### src/hw/sarx_map.svh
// Constants of the serial audio receiver: register indices, fields, resets.
// Assumes inclusion by the receiver and its package only.
`ifndef SARX_MAP_SVH
`define SARX_MAP_SVH

// Register indices; the byte address is four times the index
`define SARX_IDX_FMT 8'h02
`define SARX_IDX_SLOT 8'h03
`define SARX_IDX_CTL3 8'h13
`define SARX_IDX_STAT 8'h20
`define SARX_IDX_SAMP 8'h21

// Format register fields
`define SARX_FMT_CODE_LO 0
`define SARX_FMT_SRC_BIT 6
`define SARX_FMT_BYP_BIT 7
// Control 3 register fields
`define SARX_CTL3_MCLK_BIT 1
`define SARX_CTL3_NARROW_BIT 2
`define SARX_CTL3_CORNER_LO 5

// Framing codes
`define SARX_FR_RJ24 3'h0
`define SARX_FR_RJ20 3'h1
`define SARX_FR_RJ18 3'h2
`define SARX_FR_RJ16 3'h3
`define SARX_FR_I2S 3'h4
`define SARX_FR_LJ 3'h5

// Reset values
`define SARX_RST_FMT 3'h4
`define SARX_RST_SLOT 4'h0
`define SARX_RST_CORNER 3'h0

// Filter shift at corner code 0 (about fs/12000 corner)
`define SARX_HPF_BASE_SHIFT 4'hb

`endif

### src/hw/sarx_pkg.sv
// Types of the serial audio receiver.
// Assumes the map header is compiled alongside.
package sarx_pkg;

	// Whole state of the receiver, registered in one process
	typedef struct packed {
		logic bclk_m;
		logic bclk_s;
		logic bclk_d;
		logic lr_m;
		logic lr_s;
		logic lr_d;
		logic dat_m;
		logic dat_s;
		logic [2:0] adr_m;
		logic [2:0] adr_s;
		logic rise_d;
		logic [9:0] p;
		logic [9:0] q;
		logic [9:0] period;
		logic [23:0] sh;
		logic [23:0] raw;
		logic [23:0] samp;
		logic [35:0] dc;
		logic pend;
		logic sv;
		logic [2:0] fmt;
		logic src_sel;
		logic hpf_byp;
		logic [3:0] slot_sel;
		logic mclk_ext;
		logic narrow;
		logic [2:0] corner;
	} sarx_state_t;

endpackage

### src/hw/sarx_top.sv
// Serial audio receiver with selectable DC-blocking filter and APB registers.
// Assumes bit clock, frame clock and data arrive from pins, far slower than mclk_in.
// Operation
// - Frame clock and data taken on bit-clock rise
// - Stereo ratios 32, 48, 64 accepted
// - Internal master clock only at stereo ratio 64 or in 16/32-bit TDM
// - Ratio 64 may use pin with select set
// - TDM frames of four or eight slots
// - 24-bit slots need external master clock
// - Auto-detect 24 or 32 bit slots
// - Slot from address offset or programmed field
// - I2S words MSB first, one clock late
// - Code 100 selects I2S, no precision
// - Code 101 left-justified, MSB at edge
// - Right-justified LSB ends at frame edges
// - Right-justified precision codes 24/20/18/16 bits
// - TDM frame starts on frame-clock rise
// - Slot count inferred from clocks per frame
// - I2S TDM slot 0 one clock late
// - Left-justified TDM slot 0 at rise
// - Right-justified TDM words end each slot
// - High-pass filter, bypass bit available
// - Corner code doubles corner each step
// - Slot select field overrides address offset
// - Slot zero right in I2S, else left
`timescale 1ns/10ps
`include "sarx_map.svh"

module sarx_top #(
	parameter int unsigned ADDR_W = 8
) (
	// Clock and reset
	input wire logic mclk_in,
	input wire logic rst_in,
	// APB slave
	input wire logic psel_in,
	input wire logic penable_in,
	input wire logic pwrite_in,
	input wire logic [ADDR_W-1:0] paddr_in,
	input wire logic [31:0] pwdata_in,
	output logic [31:0] prdata_out,
	output logic pready_out,
	output logic pslverr_out,
	// Serial audio port pins
	input wire logic bclk_in,
	input wire logic lrclk_in,
	input wire logic audio_data_input_in,
	input wire logic [2:0] addr_offset_in,
	// Master clock source select and filtered samples
	output logic mclk_ext_sel_out,
	output logic [23:0] sample_out,
	output logic sample_valid_out
);

	sarx_pkg::sarx_state_t s;
	sarx_pkg::sarx_state_t next_s;

	// Frame decode results
	logic be;
	logic lr_rise;
	logic tdm;
	logic fr_ok;
	logic [5:0] w_slot;
	logic [3:0] n_slots;
	logic [3:0] k;
	logic msb_al;
	logic i2s;
	logic [4:0] nbits;
	logic [9:0] st;
	logic [9:0] pos_p;
	logic [9:0] pos_q;
	logic mclk_err;
	logic [3:0] hpf_sh;
	logic signed [36:0] diff;
	logic signed [25:0] yv;
	logic [23:0] y_sat;
	logic wr;
	logic rd_hit;
	logic [ADDR_W-1:0] a_fmt;
	logic [ADDR_W-1:0] a_slot;
	logic [ADDR_W-1:0] a_ctl3;
	logic [ADDR_W-1:0] a_stat;
	logic [ADDR_W-1:0] a_samp;

	// Sign-extend the low n bits of a word to 24 bits
	function automatic logic [23:0] sext(input logic [23:0] v, input logic [4:0] n);
		case (n)
			5'd16: sext = {{8{v[15]}}, v[15:0]};
			5'd18: sext = {{6{v[17]}}, v[17:0]};
			5'd20: sext = {{4{v[19]}}, v[19:0]};
			default: sext = v;
		endcase
	endfunction

	assign a_fmt = ADDR_W'({`SARX_IDX_FMT, 2'b00});
	assign a_slot = ADDR_W'({`SARX_IDX_SLOT, 2'b00});
	assign a_ctl3 = ADDR_W'({`SARX_IDX_CTL3, 2'b00});
	assign a_stat = ADDR_W'({`SARX_IDX_STAT, 2'b00});
	assign a_samp = ADDR_W'({`SARX_IDX_SAMP, 2'b00});

	// Bit-clock rise seen after the synchronisers
	assign be = s.bclk_s & ~s.bclk_d;
	assign lr_rise = s.lr_s & ~s.lr_d;

	// Frame shape from the previous frame's length
	always_comb begin
		tdm = 1'b0;
		fr_ok = 1'b1;
		w_slot = 6'd32;
		n_slots = 4'd2;
		case (s.period)
			10'd32: begin
				w_slot = 6'd16;
			end
			10'd48: begin
				w_slot = 6'd24;
			end
			10'd64: begin
				tdm = s.narrow;
				w_slot = s.narrow ? 6'd16 : 6'd32;
				n_slots = s.narrow ? 4'd4 : 4'd2;
			end
			10'd96: begin
				tdm = 1'b1;
				fr_ok = ~s.narrow;
				w_slot = 6'd24;
				n_slots = 4'd4;
			end
			10'd128: begin
				tdm = 1'b1;
				w_slot = s.narrow ? 6'd16 : 6'd32;
				n_slots = s.narrow ? 4'd8 : 4'd4;
			end
			10'd192: begin
				tdm = 1'b1;
				fr_ok = ~s.narrow;
				w_slot = 6'd24;
				n_slots = 4'd8;
			end
			10'd256: begin
				tdm = 1'b1;
				fr_ok = ~s.narrow;
				n_slots = 4'd8;
			end
			default: begin
				fr_ok = 1'b0;
			end
		endcase
	end

	// Slot choice and capture window
	always_comb begin
		k = s.src_sel ? s.slot_sel : {1'b0, s.adr_s};
		i2s = (s.fmt == `SARX_FR_I2S);
		msb_al = i2s | (s.fmt == `SARX_FR_LJ);
		case (s.fmt)
			`SARX_FR_RJ24: nbits = 5'd24;
			`SARX_FR_RJ20: nbits = 5'd20;
			`SARX_FR_RJ18: nbits = 5'd18;
			`SARX_FR_RJ16: nbits = 5'd16;
			default: nbits = 5'd24;
		endcase
		// A word never spills out of its slot
		if ({1'b0, nbits} > w_slot) begin
			nbits = w_slot[4:0];
		end
		// Right-justified words sit at the end of the slot
		st = 10'(k * w_slot) + (msb_al ? 10'd0 : 10'(w_slot - {1'b0, nbits}));
		// Slot 0 starts at the rise, or one clock later for I2S
		pos_p = lr_rise ? 10'd0 : ((s.p == 10'h3ff) ? s.p : s.p + 10'd1);
		pos_q = (i2s ? s.rise_d : lr_rise) ? 10'd0 : s.q + 10'd1;
		// Internal master clock is only legal at 64 stereo or 16/32-bit TDM slots
		mclk_err = ~s.mclk_ext & fr_ok & (tdm ? (w_slot == 6'd24) : (s.period != 10'd64));
	end

	// Leaky-integrator DC estimate; shift shrinks as the corner code grows
	always_comb begin
		hpf_sh = `SARX_HPF_BASE_SHIFT - {1'b0, s.corner};
		diff = $signed({{2{s.raw[23]}}, s.raw, 11'h000}) - $signed({s.dc[35], s.dc});
		yv = diff[36:11];
		if (yv > 26'sd8388607) begin
			y_sat = 24'h7f_ffff;
		end else if (yv < -26'sd8388608) begin
			y_sat = 24'h80_0000;
		end else begin
			y_sat = yv[23:0];
		end
	end

	// APB: zero-wait slave, errors on unmapped addresses
	assign wr = psel_in & penable_in & pwrite_in;
	assign rd_hit = (paddr_in == a_fmt) | (paddr_in == a_slot) | (paddr_in == a_ctl3)
		| (paddr_in == a_stat) | (paddr_in == a_samp);
	assign pready_out = 1'b1;
	assign pslverr_out = psel_in & penable_in & ~rd_hit;

	// Read mux over registered state
	always_comb begin
		prdata_out = 32'h0000_0000;
		if (paddr_in == a_fmt) begin
			prdata_out[7:0] = {s.hpf_byp, s.src_sel, 3'b000, s.fmt};
		end else if (paddr_in == a_slot) begin
			prdata_out[3:0] = s.slot_sel;
		end else if (paddr_in == a_ctl3) begin
			prdata_out[7:0] = {s.corner, 2'b00, s.narrow, s.mclk_ext, 1'b0};
		end else if (paddr_in == a_stat) begin
			prdata_out[22:0] = {mclk_err, tdm, fr_ok, w_slot, n_slots, s.period};
		end else if (paddr_in == a_samp) begin
			prdata_out[23:0] = s.samp;
		end
	end

	// Next state
	always_comb begin
		next_s = s;
		next_s.sv = 1'b0;
		next_s.pend = 1'b0;
		// Two-stage synchronisers on every pin
		next_s.bclk_m = bclk_in;
		next_s.bclk_s = s.bclk_m;
		next_s.bclk_d = s.bclk_s;
		next_s.lr_m = lrclk_in;
		next_s.lr_s = s.lr_m;
		next_s.dat_m = audio_data_input_in;
		next_s.dat_s = s.dat_m;
		next_s.adr_m = addr_offset_in;
		next_s.adr_s = s.adr_m;
		// Bit timing on each bit-clock rise
		if (be) begin
			next_s.lr_d = s.lr_s;
			next_s.rise_d = lr_rise;
			next_s.p = pos_p;
			next_s.q = pos_q;
			next_s.sh = {s.sh[22:0], s.dat_s};
			if (lr_rise) begin
				next_s.period = s.p + 10'd1;
			end
			// Last bit of the chosen word closes the capture
			if (fr_ok && k < n_slots && s.fmt <= `SARX_FR_LJ
				&& pos_q == st + 10'({1'b0, nbits}) - 10'd1) begin
				next_s.raw = sext({s.sh[22:0], s.dat_s}, nbits);
				next_s.pend = 1'b1;
			end
		end
		// Filter stage one cycle after capture
		if (s.pend) begin
			next_s.sv = 1'b1;
			next_s.dc = s.dc + 36'(diff >>> hpf_sh);
			next_s.samp = s.hpf_byp ? s.raw : y_sat;
		end
		// Register writes take effect in the access phase
		if (wr && paddr_in == a_fmt) begin
			next_s.fmt = pwdata_in[`SARX_FMT_CODE_LO +: 3];
			next_s.src_sel = pwdata_in[`SARX_FMT_SRC_BIT];
			next_s.hpf_byp = pwdata_in[`SARX_FMT_BYP_BIT];
		end
		if (wr && paddr_in == a_slot) begin
			next_s.slot_sel = pwdata_in[3:0];
		end
		if (wr && paddr_in == a_ctl3) begin
			next_s.mclk_ext = pwdata_in[`SARX_CTL3_MCLK_BIT];
			next_s.narrow = pwdata_in[`SARX_CTL3_NARROW_BIT];
			next_s.corner = pwdata_in[`SARX_CTL3_CORNER_LO +: 3];
		end
	end

	// State register
	always_ff @(posedge mclk_in or posedge rst_in) begin
		if (rst_in) begin
			s <= '0;
			s.fmt <= `SARX_RST_FMT;
			s.slot_sel <= `SARX_RST_SLOT;
			s.corner <= `SARX_RST_CORNER;
		end else begin
			s <= next_s;
		end
	end

	assign mclk_ext_sel_out = s.mclk_ext;
	assign sample_out = s.samp;
	assign sample_valid_out = s.sv;
endmodule // sarx_top

### config.mk
export PLATFORM = sky130hd
export DESIGN_NAME = sarx_top
export DESIGN_NICKNAME = d
export VERILOG_FILES = /design/src/hw/sarx_pkg.sv /design/src/hw/sarx_top.sv
export VERILOG_INCLUDE_DIRS = /design/src /design/src/hw
export SDC_FILE = /design/constraint.sdc
export NUM_CORES = 1
export LEC_CHECK = 0
export ABC_AREA = 1
export CORE_UTILIZATION = 55
export DETAILED_ROUTE_END_ITERATION = 8
export DONT_BUFFER_PORTS = 1
export GPL_TIMING_DRIVEN = 0
export HOLD_SLACK_MARGIN = 0.12
export MAX_ROUTING_LAYER = met4
export PLACE_DENSITY = 0.7
export SLEW_MARGIN = 20
export SYNTH_ARGS = -nofsm -noshare
export SYNTH_HDL_FRONTEND = slang
export SYNTH_SLANG_ARGS = --single-unit
### constraint.sdc
create_clock -name mclk_in -period 8 [get_ports mclk_in]
set_input_delay 1.6 -clock mclk_in [delete_from_list [all_inputs] [get_ports mclk_in]]
set_output_delay 1.6 -clock mclk_in [all_outputs]
set_load 0.05 [all_outputs]
# After elaboration in Yosys (flattened, before gate mapping)
# Index checks and enable logic that the tools add are counted.
[op_classes] multipliers=1 n_reduce_logical=15 bitwise=17 shift=1 mux=36 div_mod_pow=0 addsub=9 magnitude_cmp=5 eq_ne=25
[ops] cell="2-to-1 mux 24 bit" n=8
[ops] cell="case mux 24 bit (3 select lines)" n=1
[ops] cell="2-to-1 mux 10 bit" n=4
[ops] cell=">>> shifter 37 x 4 -> 36 bit" n=1
[ops] cell="subtractor 35 x 36 -> 37 bit" n=1
[ops] cell="adder 36 bit" n=1
[ops] cell="2-to-1 mux 16 bit" n=2
[ops] cell="> comparator 26 x 24 -> 1 bit (second input constant)" n=1
[ops] cell="< comparator 26 x 24 -> 1 bit (second input constant)" n=1
[ops] cell="2-to-1 mux 23 bit" n=1
[ops] cell="adder 10 x 1 -> 10 bit (second input constant)" n=2
[ops] cell="== test 10 x 6 -> 1 bit (second input constant)" n=2
[ops] cell="== test 10 x 7 -> 1 bit (second input constant)" n=2
[ops] cell="== test 10 x 8 -> 1 bit (second input constant)" n=2
[ops] cell="2-to-1 mux 20 bit" n=1
[ops] cell="case mux 6 bit (3 select lines)" n=1
[ops] cell="== test 8 x 4 -> 1 bit (second input constant)" n=2
[ops] cell="== test 8 bit (second input constant)" n=2
[ops] cell="2-to-1 mux 8 bit" n=2
[ops] cell="case mux 4 bit (4 select lines)" n=1
[ops] cell="== test 5 bit (second input constant)" n=3
[ops] cell="2-to-1 mux 4 bit" n=3
[ops] cell="case mux 4 bit (3 select lines)" n=1
[ops] cell="adder 10 bit" n=1
[ops] cell="other kinds (31)" n=63
[word_totals] wordCells=136 latchBits=0 mem_bits_ro=0 output_inout_bits=60 reg_bits=168 n_memories=0 ramBits=0 input_bits=51

# Depth between registers and ports, before layout
[depth] depth_word=14 ltp_mapped=39 mapped_depth_nobuf=38

# Worst setup path after synthesis
# Ideal clock, no wire load.
[synth_timing] path_kind="flip-flop to flip-flop" from="register s[132] in the netlist's numbering" to="register s[78] in the netlist's numbering" slack_ns=2.225 arrival_ns=5.658 synth_period_minus_slack_ns=5.775 stages_incl_launch_ff=38 setup_time_ns=0.116 cell_sequence="dfrtp_1 > nor2_1 > nand2_1 > nor2_1 > nand2_1 > nand3_2 > ha_1 > nand3_1 > nand2_1 > inv_1 > nand2_1 > nand2_1 > nand2_2 > ha_1 > nand3_1 > nand2_1 > nor3_2 > ha_1 > [... 2 more ...] > inv_1 > fa_1 > ha_1 > ha_1 > a21oi_1 > o21a_1 > nand2_1 > nand2_1 > nand2_1 > nand2_1 > nand2_1 > nor2_1 > nand3_2 > nor2_1 > nand2_2 > buf_4 > nand2_1 > nand2_1"
[synth_via] elab_chain_cells=13 elab_cells_between_ends=29 classes_between="4 x add/sub; 1 x mul; 2 x order compare; 8 x eq/ne; 5 x mux; 9 x reduce/logical"
[synth_rtl] item="from (decl)" line="sarx_top.sv:55" source="sarx_pkg::sarx_state_t s;"
[synth_rtl] item="from (signal assigned)" line="sarx_top.sv:275" source="s <= next_s;"
[synth_rtl] item="== test 10 x 8 -> 1 bit, or another cell as far along" line="sarx_top.sv:111" source="case (s.period)"
[synth_rtl] item="OR reduction 3 bit (no line) or OR reduction 2 bit (tied branches)"
[synth_rtl] item="case mux 6 bit (3 select lines)" line="sarx_top.sv:111"
[synth_rtl] item="> comparator 5 x 6 -> 1 bit" line="sarx_top.sv:164" source="if ({1'b0, nbits} > w_slot) begin"
[synth_rtl] item="2-to-1 mux 5 bit" line="sarx_top.sv:164"
[synth_rtl] item="subtractor 6 x 5 -> 7 bit" line="sarx_top.sv:168" source="st = 10'(k * w_slot) + (msb_al ? 10'd0 : 10'(w_slot - {1'b0, nbits}));"
[synth_rtl] item="2-to-1 mux 10 bit" line="sarx_top.sv:168"
[synth_rtl] item="adder 10 bit" line="sarx_top.sv:168"
[synth_rtl] item="adder 10 x 5 -> 10 bit" line="sarx_top.sv:240" source="&& pos_q == st + 10'({1'b0, nbits}) - 10'd1) begin"
[synth_rtl] item="subtractor 10 x 1 -> 10 bit" line="sarx_top.sv:240"
[synth_rtl] item="== test 10 bit" line="sarx_top.sv:240"
[synth_rtl] item="logical AND 1 bit (*)" line="sarx_top.sv:239" source="if (fr_ok && k < n_slots && s.fmt <= `SARX_FR_LJ"
[synth_rtl] item="AND reduction 2 bit (no line) (*)"
# Mark *: on every way between the ends. The rest lies on a longest branch, timed or not.
# A chain may end at the register's enable or synchronous reset.

# Worst setup path in the final report
[layout_timing] from="register s[132] in the netlist's numbering" to="register s[83] in the netlist's numbering"
# Same word-level chain as after synthesis.

==> results.toml <==
[clocking]
root_buffer = "clkbuf_16"
hold_buffers = 0
clkSlewWorstSetupHoldPaths_ns = 0.07
h-tree-depth = 4
clock_path_buffers = 2
cts_tree = "yes"
cts-resized-gates = 0
cts_setup_buffers = 0
cts_buffers = 17
cts.sinks = 168
clk_latency_ns = 0.46

[sta]
worstMarginPinSlew_ns = 1.18
rsz0062_at_grt = "false"
tns_ns = 0
hold_slack_ns = 0.358
setup_viol = 0
post-route-min-period_ns = 6.92
slew_headroom_pct = 21.7
fin_ws_ns = 1.08
fin_skew_ns = 0.0160
hold_viol_final = 0
drv_slew = 0
min_period_over_period_pct = 86.6
fmax_mhz = 144

[floorplan]
initial_core_util_pct = 55.8
die-area_mm2 = 0.0279
ios = 111
chipHeight_um = 167
rows = 60
die_w_um = 167
core_area_mm2 = 0.0269

[yosys]
synth_top_family_by_area = "simple AND/OR/NAND/NOR gates"
ys_seq_area_share_pct = 28.1
ys_warn_count = 0
netlist_instances = 2356
synth_adder_area_share_pct = 9.22
synth-compound-area-share_pct = 12.2
synthMuxAreaShare_pct = 0.275
synth_xor_area_share_pct = 1.93
synth.cell_area_mm2 = 0.0150
ys_seq_elements = 168
synth.distinct_cells = 58
ys.flop_type = "dfrtp_1"
yosys.area_share.simple_pct = 37.1
async_reset_ff_share_pct = 100
avgSynthCellArea_um2 = 6.36
synth_enable_flop_cells = 0

[placement]
port_buffers = 0
dpl_cell_area_mm2 = 0.0155
post-dp-hpwl_um = 42000
dp_slack_ns = 1.13
routabilityCongestion = 1.08

[routing]
drt_iter0_drc = 1383
wl_per_cell_um = 18.8
wl_um = 51500
vias = 15600
dr.pass1.iters = 9
routed_via_density = 5.68
postRouteAntennaNets = 0
drc = 0

[critical_path]
arrival_ns = 7.27
crit_buf_inv = 4
crit_path_start_kind = "register"
worstPathMaxFanout = 10
cp_num_cells = 37
cp_slowest_cell = "fa_1"
crit_family = "simple AND/OR/NAND/NOR gates"
max_stage_delay_ns = 0.42
cp.required_ns = 8.34
ff2ff_path_depth = 37
cp-end-kind = "register"
critical_path_class = "reg -> reg"
crit_top_cell = "nand2_1"

[global_routing]
busiest_layer = "met2"
grt_pass1_vias = 15200
grt_use_total_pct = 38.9
grt_antenna_before_repair = 2
grt_pass1_wl_um = 80600
grtUsageMet3_pct = 5.11
use_met2_pct = 67.6
met1_usage_pct = 44.9
grt_max_degree = 100
grt_overflow = 0

[pwr]
p_per_area_mw_per_mm2 = 129
leakagePower_nw = 8.65
ir_drop_mv = 0.123

[worst_hold_path]
hold_depth = 0
hp-class = "reg -> reg"

[status]
status = "completed"

[run]
drv_cap = 0

[cells_and_area]
nets = 2539
syn2layout_area_growth_pct = 7.69
finalInstanceArea_mm2 = 0.0161
layout-drive-gt1-share_pct = 5.67
cell usage in the layout (no fill, tap or decap), drive strengths merged, types with 12 or more instances in the layout:
cell type | Yosys | routed
or2 | 16 | 16
nor2 | 237 | 237
a31oi | 12 | 12
nand3 | 228 | 228
ha | 88 | 88
nand2 | 750 | 750
buf | 50 | 52
fa | 14 | 14
o211ai | 16 | 16
o21ai | 173 | 173
nand4 | 33 | 33
a21oi | 86 | 86
dfrtp | 167 | 167
clkbuf | 40 | 58
inv | 314 | 319
xor2 | 23 | 23
nor3 | 29 | 29
layout make-up:
class                   instances  area (um^2)
diodes                          2         5.00
plain buffers                  90          497
clock buffers                  18          439
clock inverters                14          184
fillers                      2679        10700
inverters                     316         1190
multi-input cells            1791         9150
flip-flops and latches        168         4210
well taps                     341          427
repair buffers                  2         38.8
power by group:
| group | switching [mW] | internal [mW] | leakage, nW |
|---|---|---|---|
| clock network | 0.432 | 0.459 | 0.304 |
| logic | 0.182 | 0.0812 | 6.09 |
| registers | 0.0341 | 0.886 | 2.26 |
state kept, by name, indices dropped and copies added (netlist names):
| register | count |
|---|---|
| mclk_ext_sel_out | 1 |
| next_s | 7 |
| s | 135 |
| sample_out | 24 |
| sample_valid_out | 1 |
stage by stage:
step	cells	util, %	total power, mW
after floorplan	2365	-	1.12
after global placement	2706	57.5	1.19
after detailed placement	2708	57.7	1.19
after CTS	2740	60.0	2.07
after global routing	2741	60.0	2.15
final	2742	60.1	2.07
layer usage:
layer  routed length, um  up-vias
met1               21000     7299
li1                    -     7624
met2               25700      523
met3                2700      117
met4                2110        0
met5                   0        -
worst paths after layout:
path,from,to,slack (ns)
hold reg to reg,next_s[167],next_s[166],0.36
setup reg to reg,s[132],s[83],1.08
setup / recovery,s[132],s[83],1.08
min in group asynchronous,rst_in,s[150],1.04
max in group asynchronous,rst_in,s[50],6.06
hold / removal,next_s[167],next_s[166],0.36
cells in the mapped netlist (16+ instances only):
library cell | number | area [um^2]
a21oi_1 | 86 | 430
dfrtp_1 | 167 | 4180
xor2_1 | 23 | 201
nor2_1 | 230 | 863
inv_1 | 309 | 1160
nand4_1 | 33 | 206
nand3_1 | 221 | 1110
o21ai_0 | 169 | 846
nor3_1 | 26 | 130
clkbuf_1 | 40 | 150
or2_2 | 16 | 100
nand2_1 | 737 | 2770
buf_4 | 36 | 270
o211ai_1 | 16 | 120
ha_1 | 88 | 1100
cell families (layout without fill, tap and decap cells):
kind of cell / Yosys count / count (layout)
muxes: 4 / 4
DFF: 168 / 168
and+or+nand+nor: 1312 / 1312
AOI/OAI and AO/OA: 329 / 329
xor gates and xnor gates: 33 / 33
other: 2 / 13
buffers and inverters: 406 / 440
adders and majority gates: 102 / 102
(Power assumes the default switching activity.)
